<file path="config.mk">
export PLATFORM = sky130hd
export DESIGN_NAME = pwm_delay_psr_control_regs
export DESIGN_NICKNAME = d
export VERILOG_FILES = /design/src/supply_ctrl_pkg.sv /design/src/pwm_delay_psr_control_regs.sv /design/src/pwm_tap_delay.sv /design/src/supply_sync_divider.sv
export VERILOG_INCLUDE_DIRS = /design/src /design/src/src
export SDC_FILE = /design/constraint.sdc
export NUM_CORES = 2
export LEC_CHECK = 0
export BUFFER_PORTS_ARGS = -buffer_cell sky130_fd_sc_hd__buf_2
export CAP_MARGIN = 15
export CORE_MARGIN = 2
export CORE_UTILIZATION = 55
export CTS_BUF_LIST = sky130_fd_sc_hd__clkbuf_8
export CTS_CLUSTER_SIZE = 40
export DETAILED_ROUTE_END_ITERATION = 8
export PLACE_DENSITY_LB_ADDON = 0.12
export SLEW_MARGIN = 20
export SYNTH_ARGS = -nofsm -noshare
export SYNTH_HDL_FRONTEND = slang
export SYNTH_SLANG_ARGS = --single-unit
export TNS_END_PERCENT = 30
</file>
<file path="constraint.sdc">
create_clock -name i_core_clk -period 6.65 [get_ports i_core_clk]
set_input_delay 0.3325 -clock i_core_clk [delete_from_list [all_inputs] [get_ports i_core_clk]]
set_output_delay 0.3325 -clock i_core_clk [all_outputs]
set_load 0.01 [all_outputs]
</file>
<file path="src/supply_ctrl_regs.svh">
// Purpose: register offsets, field positions, reset values
// Assumes: 8-bit register port
// Notes: definitions only
`ifndef SUPPLY_CTRL_REGS_SVH
`define SUPPLY_CTRL_REGS_SVH
`define ADDR_OUTPUT_SKEW 8'h33
`define ADDR_SUPPLY_CFG 8'h34
`define ADDR_COEF_HIGH 8'h35
`define ADDR_COEF_MID 8'h36
`define ADDR_COEF_LOW 8'h37
`define ADDR_MEAS_HIGH 8'h3B
`define ADDR_MEAS_MID 8'h3C
`define ADDR_MEAS_LOW 8'h3D
`define SKEW_RESET 8'h00
`define CFG_RESET 8'h00
`define EXP_RESET 3'h2
`define MANT_RESET 19'h25868
`define MEAS_RESET 24'h000000
`define SYNC_OFF 3'h0
`define SYNC_UNDEF 3'h7
`define SYNC_BIT_BASE 4'h3
`define MANT_FRAC_BITS 18
`endif

</file>
<file path="src/supply_ctrl_pkg.sv">
// Purpose: shared types of the delay and supply control block
// Assumes: nothing
// Notes: field order follows the register bit order
package supply_ctrl_pkg;
  typedef struct packed {
    logic [2:0] pair_skew_delay;
    logic [4:0] ab_channel_delay;
  } skew_reg_t;
  typedef struct packed {
    logic supply_reject_enable;
    logic supply_reject_reset_n;
    logic feedback_enable;
    logic [1:0] reserved;
    logic [2:0] supply_sync_divider;
  } supply_cfg_t;
  typedef struct packed {
    logic [2:0] exponent;
    logic [18:0] mantissa;
  } coef_t;
endpackage

</file>
<file path="src/pwm_delay_psr_control_regs.sv">
// Purpose: output delay and supply rejection control register group
// Assumes: modulator lines, master clock tick and measurement on i_core_clk
// Notes: power-down bit is held elsewhere and arrives as an input
`timescale 1ns/1ps
`include "supply_ctrl_regs.svh"
module pwm_delay_psr_control_regs
  import supply_ctrl_pkg::*;
#(
  parameter int CHANNELS = 3
) (
  input wire logic i_core_clk,
  input wire logic i_rst_n,
  input wire logic i_clk_en,
  input wire logic [7:0] i_reg_addr,
  input wire logic [7:0] i_reg_wdata,
  input wire logic i_reg_wr,
  input wire logic i_reg_rd,
  output logic [7:0] o_reg_rdata,
  input wire logic i_powerdown_bit,
  input wire logic i_pwm_mclk_tick,
  input wire logic [CHANNELS-1:0] i_mod_a_pos,
  input wire logic [CHANNELS-1:0] i_mod_a_neg,
  input wire logic [CHANNELS-1:0] i_mod_b_pos,
  input wire logic [CHANNELS-1:0] i_mod_b_neg,
  output logic [CHANNELS-1:0] o_bridge_out_pos_a,
  output logic [CHANNELS-1:0] o_bridge_out_neg_a,
  output logic [CHANNELS-1:0] o_bridge_out_pos_b,
  output logic [CHANNELS-1:0] o_bridge_out_neg_b,
  input wire logic [23:0] i_supply_measure,
  output logic o_supply_reject_enable,
  output logic o_supply_reject_reset_n,
  output logic o_internal_reject_enable,
  output logic o_supply_sync_clock,
  output logic [23:0] o_supply_correction
);
  skew_reg_t skew_reg;
  supply_cfg_t cfg_reg;
  coef_t coef_reg;
  logic [23:0] meas_reg;
  logic [23:0] correction_next;
  logic [7:0] rdata_next;
  logic [CHANNELS-1:0] a_pos_dly;
  logic [CHANNELS-1:0] a_neg_dly;
  logic [CHANNELS-1:0] b_pos_dly;
  logic [CHANNELS-1:0] b_neg_dly;
  logic [CHANNELS-1:0] a_pos_out_reg;
  logic [CHANNELS-1:0] b_pos_out_reg;
  logic [2*CHANNELS-1:0] neg_dly;
  logic skew_wr;
  logic cfg_wr;
  logic coef_high_wr;
  logic coef_mid_wr;
  logic coef_low_wr;

  function automatic logic wr_hit(input logic en, wr, input logic [7:0] addr, target);
    wr_hit = en && wr && (addr == target);
  endfunction

  // Per-register write strobes
  always_comb begin
    skew_wr = wr_hit(i_clk_en, i_reg_wr, i_reg_addr, `ADDR_OUTPUT_SKEW);
    cfg_wr = wr_hit(i_clk_en, i_reg_wr, i_reg_addr, `ADDR_SUPPLY_CFG);
    coef_high_wr = wr_hit(i_clk_en, i_reg_wr, i_reg_addr, `ADDR_COEF_HIGH);
    coef_mid_wr = wr_hit(i_clk_en, i_reg_wr, i_reg_addr, `ADDR_COEF_MID);
    coef_low_wr = wr_hit(i_clk_en, i_reg_wr, i_reg_addr, `ADDR_COEF_LOW);
  end

  // Signed 2.22 times signed 1.18, shifted by exponent, back to 2.22
  function automatic logic [23:0] scale(input logic [23:0] meas, input coef_t c);
    logic signed [42:0] prod;
    logic signed [49:0] wide;
    prod = 43'($signed(meas) * $signed(c.mantissa));
    wide = 50'(prod) <<< c.exponent;
    scale = wide[`MANT_FRAC_BITS+23:`MANT_FRAC_BITS];
  endfunction

  // Delay register, writable only in power-down
  always_ff @(posedge i_core_clk or negedge i_rst_n) begin
    if (!i_rst_n) begin
      skew_reg <= `SKEW_RESET;
    end else if (skew_wr && i_powerdown_bit) begin
      skew_reg <= i_reg_wdata;
    end
  end

  // Supply rejection configuration
  always_ff @(posedge i_core_clk or negedge i_rst_n) begin
    if (!i_rst_n) begin
      cfg_reg <= `CFG_RESET;
    end else if (cfg_wr) begin
      cfg_reg <= {i_reg_wdata[7:5], 2'b00, i_reg_wdata[2:0]};
    end
  end

  // Calibration coefficient fields
  always_ff @(posedge i_core_clk or negedge i_rst_n) begin
    if (!i_rst_n) begin
      coef_reg.exponent <= `EXP_RESET;
      coef_reg.mantissa <= `MANT_RESET;
    end else begin
      if (coef_high_wr) begin
        coef_reg.exponent <= i_reg_wdata[6:4];
        coef_reg.mantissa[18:16] <= i_reg_wdata[2:0];
      end
      if (coef_mid_wr) begin
        coef_reg.mantissa[15:8] <= i_reg_wdata;
      end
      if (coef_low_wr) begin
        coef_reg.mantissa[7:0] <= i_reg_wdata;
      end
    end
  end

  // Measurement tracks the feedback word, no write path
  always_ff @(posedge i_core_clk or negedge i_rst_n) begin
    if (!i_rst_n) begin
      meas_reg <= `MEAS_RESET;
    end else if (i_clk_en) begin
      meas_reg <= i_supply_measure;
    end
  end

  // Read mux, reserved bits zero
  always_comb begin
    rdata_next = 8'h00;
    case (i_reg_addr)
      `ADDR_OUTPUT_SKEW: rdata_next = skew_reg;
      `ADDR_SUPPLY_CFG: rdata_next = cfg_reg;
      `ADDR_COEF_HIGH: rdata_next = {1'b0, coef_reg.exponent, 1'b0, coef_reg.mantissa[18:16]};
      `ADDR_COEF_MID: rdata_next = coef_reg.mantissa[15:8];
      `ADDR_COEF_LOW: rdata_next = coef_reg.mantissa[7:0];
      `ADDR_MEAS_HIGH: rdata_next = meas_reg[23:16];
      `ADDR_MEAS_MID: rdata_next = meas_reg[15:8];
      `ADDR_MEAS_LOW: rdata_next = meas_reg[7:0];
      default: rdata_next = 8'h00;
    endcase
  end

  always_ff @(posedge i_core_clk or negedge i_rst_n) begin
    if (!i_rst_n) begin
      o_reg_rdata <= 8'h00;
    end else if (i_clk_en && i_reg_rd) begin
      o_reg_rdata <= rdata_next;
    end
  end

  // Supply rejection control pins
  always_ff @(posedge i_core_clk or negedge i_rst_n) begin
    if (!i_rst_n) begin
      o_supply_reject_enable <= 1'b0;
      o_internal_reject_enable <= 1'b0;
      o_supply_reject_reset_n <= 1'b0;
    end else if (i_clk_en) begin
      o_supply_reject_enable <= cfg_reg.supply_reject_enable;
      o_internal_reject_enable <= cfg_reg.supply_reject_enable;
      o_supply_reject_reset_n <= cfg_reg.supply_reject_reset_n;
    end
  end

  // Feedback correction, gated by feedback enable
  always_comb begin
    correction_next = cfg_reg.feedback_enable ? scale(meas_reg, coef_reg) : 24'h000000;
  end

  always_ff @(posedge i_core_clk or negedge i_rst_n) begin
    if (!i_rst_n) begin
      o_supply_correction <= 24'h000000;
    end else if (i_clk_en) begin
      o_supply_correction <= correction_next;
    end
  end

  supply_sync_divider u_sync (
    .i_core_clk(i_core_clk),
    .i_rst_n(i_rst_n),
    .i_clk_en(i_clk_en),
    .i_code(cfg_reg.supply_sync_divider),
    .o_supply_sync_clock(o_supply_sync_clock)
  );

  // A pairs delayed against B pairs
  pwm_tap_delay #(.WIDTH(2*CHANNELS), .CODE_W(5), .MAX_DLY(31)) u_ab_delay (
    .i_core_clk(i_core_clk),
    .i_rst_n(i_rst_n),
    .i_clk_en(i_clk_en),
    .i_tick(i_pwm_mclk_tick),
    .i_code(skew_reg.ab_channel_delay),
    .i_din({i_mod_a_pos, i_mod_a_neg}),
    .o_dout({a_pos_dly, a_neg_dly})
  );

  // B pairs take the zero-code latency
  always_ff @(posedge i_core_clk or negedge i_rst_n) begin
    if (!i_rst_n) begin
      b_pos_dly <= '0;
      b_neg_dly <= '0;
    end else if (i_clk_en) begin
      b_pos_dly <= i_mod_b_pos;
      b_neg_dly <= i_mod_b_neg;
    end
  end

  // Negative lines delayed against positive lines
  pwm_tap_delay #(.WIDTH(2*CHANNELS), .CODE_W(3), .MAX_DLY(7)) u_skew_delay (
    .i_core_clk(i_core_clk),
    .i_rst_n(i_rst_n),
    .i_clk_en(i_clk_en),
    .i_tick(i_pwm_mclk_tick),
    .i_code(skew_reg.pair_skew_delay),
    .i_din({a_neg_dly, b_neg_dly}),
    .o_dout(neg_dly)
  );

  always_ff @(posedge i_core_clk or negedge i_rst_n) begin
    if (!i_rst_n) begin
      a_pos_out_reg <= '0;
      b_pos_out_reg <= '0;
    end else if (i_clk_en) begin
      a_pos_out_reg <= a_pos_dly;
      b_pos_out_reg <= b_pos_dly;
    end
  end

  assign o_bridge_out_pos_a = a_pos_out_reg;
  assign o_bridge_out_pos_b = b_pos_out_reg;
  assign o_bridge_out_neg_a = neg_dly[2*CHANNELS-1:CHANNELS];
  assign o_bridge_out_neg_b = neg_dly[CHANNELS-1:0];

  property p_skew_locked;
    @(posedge i_core_clk) disable iff (!i_rst_n)
      (skew_wr && !i_powerdown_bit) |=> $stable(skew_reg);
  endproperty
  a_skew_locked: assert property (p_skew_locked) else $error("delay written outside power-down");

  property p_skew_write;
    @(posedge i_core_clk) disable iff (!i_rst_n)
      (skew_wr && i_powerdown_bit) |=> (skew_reg == $past(i_reg_wdata));
  endproperty
  a_skew_write: assert property (p_skew_write) else $error("delay write lost");

  property p_enable_pin;
    @(posedge i_core_clk) disable iff (!i_rst_n)
      (cfg_wr ##1 i_clk_en) |=>
        (o_supply_reject_enable == $past(i_reg_wdata[7], 2));
  endproperty
  a_enable_pin: assert property (p_enable_pin) else $error("enable pin mismatch");

  property p_reset_pin;
    @(posedge i_core_clk) disable iff (!i_rst_n)
      (i_clk_en && !cfg_reg.supply_reject_reset_n) |=> !o_supply_reject_reset_n;
  endproperty
  a_reset_pin: assert property (p_reset_pin) else $error("reset pin released early");

  property p_feedback_off;
    @(posedge i_core_clk) disable iff (!i_rst_n)
      (i_clk_en && !cfg_reg.feedback_enable) |=> (o_supply_correction == 24'h000000);
  endproperty
  a_feedback_off: assert property (p_feedback_off) else $error("feedback active while off");

  property p_unity_coef;
    @(posedge i_core_clk) disable iff (!i_rst_n)
      (i_clk_en && cfg_reg.feedback_enable && coef_reg == {3'h1, 19'h20000})
        |=> (o_supply_correction == $past(meas_reg));
  endproperty
  a_unity_coef: assert property (p_unity_coef) else $error("unity coefficient not unity");

  property p_meas_track;
    @(posedge i_core_clk) disable iff (!i_rst_n)
      i_clk_en |=> (meas_reg == $past(i_supply_measure));
  endproperty
  a_meas_track: assert property (p_meas_track) else $error("measurement stale");

  property p_meas_read;
    @(posedge i_core_clk) disable iff (!i_rst_n)
      (i_clk_en && i_reg_rd && i_reg_addr == `ADDR_MEAS_HIGH) |=>
        (o_reg_rdata == $past(meas_reg[23:16]));
  endproperty
  a_meas_read: assert property (p_meas_read) else $error("measurement read wrong");

  property p_int_enable;
    @(posedge i_core_clk) disable iff (!i_rst_n)
      i_clk_en |=> (o_internal_reject_enable == $past(cfg_reg.supply_reject_enable));
  endproperty
  a_int_enable: assert property (p_int_enable) else $error("internal enable wrong");

  property p_reset_release;
    @(posedge i_core_clk) disable iff (!i_rst_n)
      (i_clk_en && cfg_reg.supply_reject_reset_n) |=> o_supply_reject_reset_n;
  endproperty
  a_reset_release: assert property (p_reset_release) else $error("reset pin held");

  property p_coef_write;
    @(posedge i_core_clk) disable iff (!i_rst_n)
      coef_high_wr |=> (coef_reg.exponent == $past(i_reg_wdata[6:4]) &&
        coef_reg.mantissa[18:16] == $past(i_reg_wdata[2:0]));
  endproperty
  a_coef_write: assert property (p_coef_write) else $error("coefficient write lost");

  property p_b_latency;
    @(posedge i_core_clk) disable iff (!i_rst_n)
      (i_clk_en ##1 i_clk_en) |=>
        (o_bridge_out_pos_b == $past(i_mod_b_pos, 2));
  endproperty
  a_b_latency: assert property (p_b_latency) else $error("reference latency wrong");

  property p_neg_zero_skew;
    @(posedge i_core_clk) disable iff (!i_rst_n)
      (i_clk_en ##1 (i_clk_en && skew_reg.pair_skew_delay == 3'h0)) |=>
        (o_bridge_out_neg_b == $past(i_mod_b_neg, 2));
  endproperty
  a_neg_zero_skew: assert property (p_neg_zero_skew) else $error("zero skew not aligned");

  property p_a_zero_delay;
    @(posedge i_core_clk) disable iff (!i_rst_n)
      ((i_clk_en && skew_reg.ab_channel_delay == 5'h00) ##1 i_clk_en) |=>
        (o_bridge_out_pos_a == $past(i_mod_a_pos, 2));
  endproperty
  a_a_zero_delay: assert property (p_a_zero_delay) else $error("zero channel delay wrong");

  c_skew_write: cover property (@(posedge i_core_clk) disable iff (!i_rst_n)
    skew_wr && i_powerdown_bit);
  c_reject_on: cover property (@(posedge i_core_clk) disable iff (!i_rst_n)
    o_supply_reject_enable && o_supply_reject_reset_n);
  c_sync_run: cover property (@(posedge i_core_clk) disable iff (!i_rst_n)
    $rose(o_supply_sync_clock));
  c_feedback: cover property (@(posedge i_core_clk) disable iff (!i_rst_n)
    cfg_reg.feedback_enable && o_supply_correction != 24'h000000);
  c_max_delay: cover property (@(posedge i_core_clk) disable iff (!i_rst_n)
    skew_reg == 8'hFF);
endmodule

</file>
<file path="src/pwm_tap_delay.sv">
// Purpose: delays a group of PWM lines by a code of master clock periods
// Assumes: i_tick marks one PWM master clock period
// Notes: code zero gives the one-cycle register latency only
`timescale 1ns/1ps
module pwm_tap_delay #(
  parameter int WIDTH = 6,
  parameter int CODE_W = 5,
  parameter int MAX_DLY = 31
) (
  input wire logic i_core_clk,
  input wire logic i_rst_n,
  input wire logic i_clk_en,
  input wire logic i_tick,
  input wire logic [CODE_W-1:0] i_code,
  input wire logic [WIDTH-1:0] i_din,
  output logic [WIDTH-1:0] o_dout
);
  logic [MAX_DLY-1:0][WIDTH-1:0] tap_reg;

  // Shift one stage per master clock period
  always_ff @(posedge i_core_clk or negedge i_rst_n) begin
    if (!i_rst_n) begin
      tap_reg <= '0;
    end else if (i_clk_en && i_tick) begin
      tap_reg <= {tap_reg[MAX_DLY-2:0], i_din};
    end
  end

  // Select tap by code
  always_ff @(posedge i_core_clk or negedge i_rst_n) begin
    if (!i_rst_n) begin
      o_dout <= '0;
    end else if (i_clk_en) begin
      if (i_code == '0) begin
        o_dout <= i_din;
      end else begin
        o_dout <= tap_reg[i_code - 1'b1];
      end
    end
  end

  property p_zero_delay;
    @(posedge i_core_clk) disable iff (!i_rst_n)
      (i_clk_en && i_code == '0) |=> (o_dout == $past(i_din));
  endproperty
  a_zero_delay: assert property (p_zero_delay) else $error("zero code not pass-through");

  property p_tap_select;
    @(posedge i_core_clk) disable iff (!i_rst_n)
      (i_clk_en && i_code != '0) |=> (o_dout == $past(tap_reg[i_code - 1'b1]));
  endproperty
  a_tap_select: assert property (p_tap_select) else $error("wrong delay tap");
endmodule

</file>
<file path="src/supply_sync_divider.sv">
// Purpose: makes the supply sync clock from the crystal clock
// Assumes: core clock is the crystal clock
// Notes: disabled codes hold the output low and clear the counter
`timescale 1ns/1ps
`include "supply_ctrl_regs.svh"
module supply_sync_divider (
  input wire logic i_core_clk,
  input wire logic i_rst_n,
  input wire logic i_clk_en,
  input wire logic [2:0] i_code,
  output logic o_supply_sync_clock
);
  logic [9:0] count_reg;
  logic off;

  function automatic logic [3:0] div_bit(input logic [2:0] code);
    div_bit = 4'(code) + `SYNC_BIT_BASE;
  endfunction

  assign off = (i_code == `SYNC_OFF) || (i_code == `SYNC_UNDEF);

  always_ff @(posedge i_core_clk or negedge i_rst_n) begin
    if (!i_rst_n) begin
      count_reg <= '0;
    end else if (i_clk_en) begin
      count_reg <= off ? '0 : count_reg + 1'b1;
    end
  end

  // Divide by two to the power code plus four
  always_ff @(posedge i_core_clk or negedge i_rst_n) begin
    if (!i_rst_n) begin
      o_supply_sync_clock <= 1'b0;
    end else if (i_clk_en) begin
      o_supply_sync_clock <= off ? 1'b0 : count_reg[div_bit(i_code)];
    end
  end

  property p_sync_off;
    @(posedge i_core_clk) disable iff (!i_rst_n)
      (i_clk_en && off) |=> !o_supply_sync_clock;
  endproperty
  a_sync_off: assert property (p_sync_off) else $error("sync clock runs while off");

  property p_sync_div32;
    @(posedge i_core_clk) disable iff (!i_rst_n)
      (i_clk_en && i_code == 3'h1) |=> (o_supply_sync_clock == $past(count_reg[4]));
  endproperty
  a_sync_div32: assert property (p_sync_div32) else $error("divide by 32 wrong");
endmodule

</file>
==> out/results.tsv <==
metric	value	unit
status	complete, but fails checks	
met2 WL	44300	um
layout cells sized above 1	0.301	
Initial Util	0.554	
Synth top area share	0.269	
Peak Freq	0.142	GHz
Worst path most repeated cell	fa_1	
most frequent cells in the layout	inv_1, fa_1, dfrtp_1	
total CTS buffers	61	
main combinational cell family by area after synthesis	adder cells	
RSZ-0062 raised after global routing	true	
Async SR Flop Fraction	1.00	
Area Growth Syn to Fin	18.2	%
post-synth cell types	74	
endpoints failing setup	22	
adder-cell share of the synthesized area	0.315	
R2R Setup Slk	-0.40	ns
root buf cell	clkbuf_8	
Simple-Gate Fraction of Synth Area	0.103	
top sig layer	met5	
Synth Area in Compound Gates	0.0544	
max incr delay on CP	0.55	ns
Mapped Area	33200	um^2
Worst Hold End	coef_reg[18]	
Post-Synth XOR/XNOR Area	0.0121	
initial antenna violation count	4	
Hold Violations, Final	0	
maximum fanout along the worst path	6	
cell count after synthesis	3051	
CP Data Arrival Time	7.55	ns
first-pass GRT wire length	140000	um
sequential share of the synthesized area	0.269	
Slew HR	0.321	
drt pass-1 iters	6	
Static Leak	19.5	nW
WL per Instance	20.8	um
IO Count	107	
met1 WL	35300	um
worst endpoint required time	7.15	ns
via count	23600	
Startpoint Class	register	
clock latency of the later-clocked register in the worst-skew pair	0.68	ns
commonest register cell after synthesis	dfrtp_1	
pin count of the biggest net entering global routing	180	
DRC	0	
Post-Syn Nets	3678	
drt initial violations	1510	
syn avg cell area	10.9	um^2
fin util	0.655	
dominant cell type by area after synthesis	fa_1	
Period minus WS final	7.05	ns
EDFF count, synth	0	
Post-DRT Antenna Nets	0	
Max Cap Viol	0	
clock slew at reported path FFs	0.07	ns
Post-Place Worst Slack	-0.636	ns
Vias/cell	5.57	
GR Util All Layers	0.288	
commonest non-fill, non-tap cell in the layout	inv_1	
Die H	250	um
grt ovf	0	
Crit Path Class	reg2reg	
Worst R2R Path Depth	26	
cell area after layout	39300	um^2
Worst IR Drop VDD	0.000236	V
failing checks	negative setup slack	
reg-to-reg critical path startpoint	coef_reg[6]	
worst hold path type	in2reg	
Post-Route WL	87900	um
placed standard-cell area	36400	um^2
Clock Skew	0.0781	ns
Slew @ Worst Pin	1.02	ns
IO buf count	106	
gp weighted congestion	0.925	
total power	0.00761	W
hold path start	i_reg_wdata[2]	
multiplexer share of the synthesized area	0.173	
Final Max Tran Viols	0	
max reg flops	186	
WL met3	4520	um
Die X	250	um
Syn. warnings	0	
Crit-path slowest cell	or4b_4	
Max clock buf depth	3	
Seq cells post-synth	357	
Critical Path Sink Type	register	
core footprint	60000	um^2
NumNets Final	4024	
Die ar.	62400	um^2
Final HPWL DP	67400	um
clk sinks	357	
CTS tree	done	
FF-to-FF End	o_supply_correction[19]	
Std-Cell Rows	90	
hold path cells	2	
final period utilization	1.06	
number of global-route vias before repair	25400	
H-Tree Depth	2	
final setup margin	-0.399	ns
Synth area leaders	fa_1, dfrtp_1, mux2_2, inv_1, ha_1	
Pwr Density	194	nW/um^2
cell families after synthesis:
group           count (synthesis)
compound gates                276
xor+xnor                       46
simple gates                  709
fa+ha+maj                     568
mux                           453
buf+inv                       642
flops                         357
through the flow:
step                      hold WS [ns]  cells  TNS (ns)
after detailed placement         0.480   4032     -8.98
final                           0.0747   4231     -5.33
after global placement           0.470   4032     -7.04
after global routing            0.0525   4230     -9.24
after floorplan                 0.0369   3051         0
after CTS                       0.0237   4215     -4.57
layer usage:
layer / global-route usage / vias up
li1: - / 10600
met1: 0.372 / 12200
met2: 0.492 / 623
met3: 0.0378 / 200
met4: 0.115 / 2
met5: 0 / -
area by class of cell:
cell class / instances / area, um^2
antenna: 3 / 7.51
clock buffer: 81 / 1110
clock inverter: 31 / 224
fill: 4727 / 20700
inverter: 463 / 1740
multi-input combinational: 2052 / 22500
sequential: 357 / 8980
tap: 782 / 978
timing repair buffer: 462 / 3700
critical path, delay by kind of cell (launching register included):
family | cells | cell delay [ns]
AND/OR/NAND/NOR | 4 | 0.93
multiplexers | 1 | 0.52
AO/OA/AOI/OAI | 5 | 1.05
XOR/XNOR | 1 | 0.15
adder cells (fa/ha/maj) | 8 | 3.13
flip-flops | 1 | 0.49
buffers and inverters | 7 | 0.59
report_power, final:
| group | total (W) | leakage [nW] | internal (W) | switching [W] |
|---|---|---|---|---|
| clock | 0.00214 | 0.759 | 0.00120 | 0.000939 |
| combinational | 0.00252 | 14.2 | 0.00133 | 0.00119 |
| sequential | 0.00295 | 4.59 | 0.00261 | 0.000337 |
| total | 0.00761 | 19.5 | 0.00515 | 0.00246 |
synth_stat cells, types with 10 or more instances:
master	number
nor3_1	18
nor2b_1	25
clkbuf_1	152
nand3_1	11
nand4_1	17
dfrtp_1	349
ha_1	121
nor2_1	71
nand2_1	329
and2_1	202
mux4_2	65
a21oi_1	58
o21ai_0	82
mux2i_1	73
xnor2_1	32
fa_1	447
buf_2	10
xor2_1	14
a21o_1	10
a211oi_1	25
mux2_2	315
inv_1	463
buf_1	14
how the worst max path moves through the flow:
stage | startpoint | to | slack [ns] | cells after the start
floorplan | coef_reg[6] | o_supply_correction[17] | 0.002 | 21
global placement | coef_reg[5] | o_supply_correction[16] | -0.46 | 22
detailed placement | coef_reg[5] | o_supply_correction[18] | -0.64 | 21
CTS | meas_reg[5] | o_supply_correction[19] | -0.28 | 22
global route | coef_reg[3] | o_supply_correction[19] | -0.59 | 23
finish | coef_reg[6] | o_supply_correction[19] | -0.40 | 26
timing repair:
action	4_1_cts	5_1_grt
buffers inserted	27	14
setup endpoints to repair	24	24
resized for setup	103	49
pin swaps	72	38
hold endpoints to repair	161	0
hold buffers	44	0
Power figures use the tool's default switching activity.
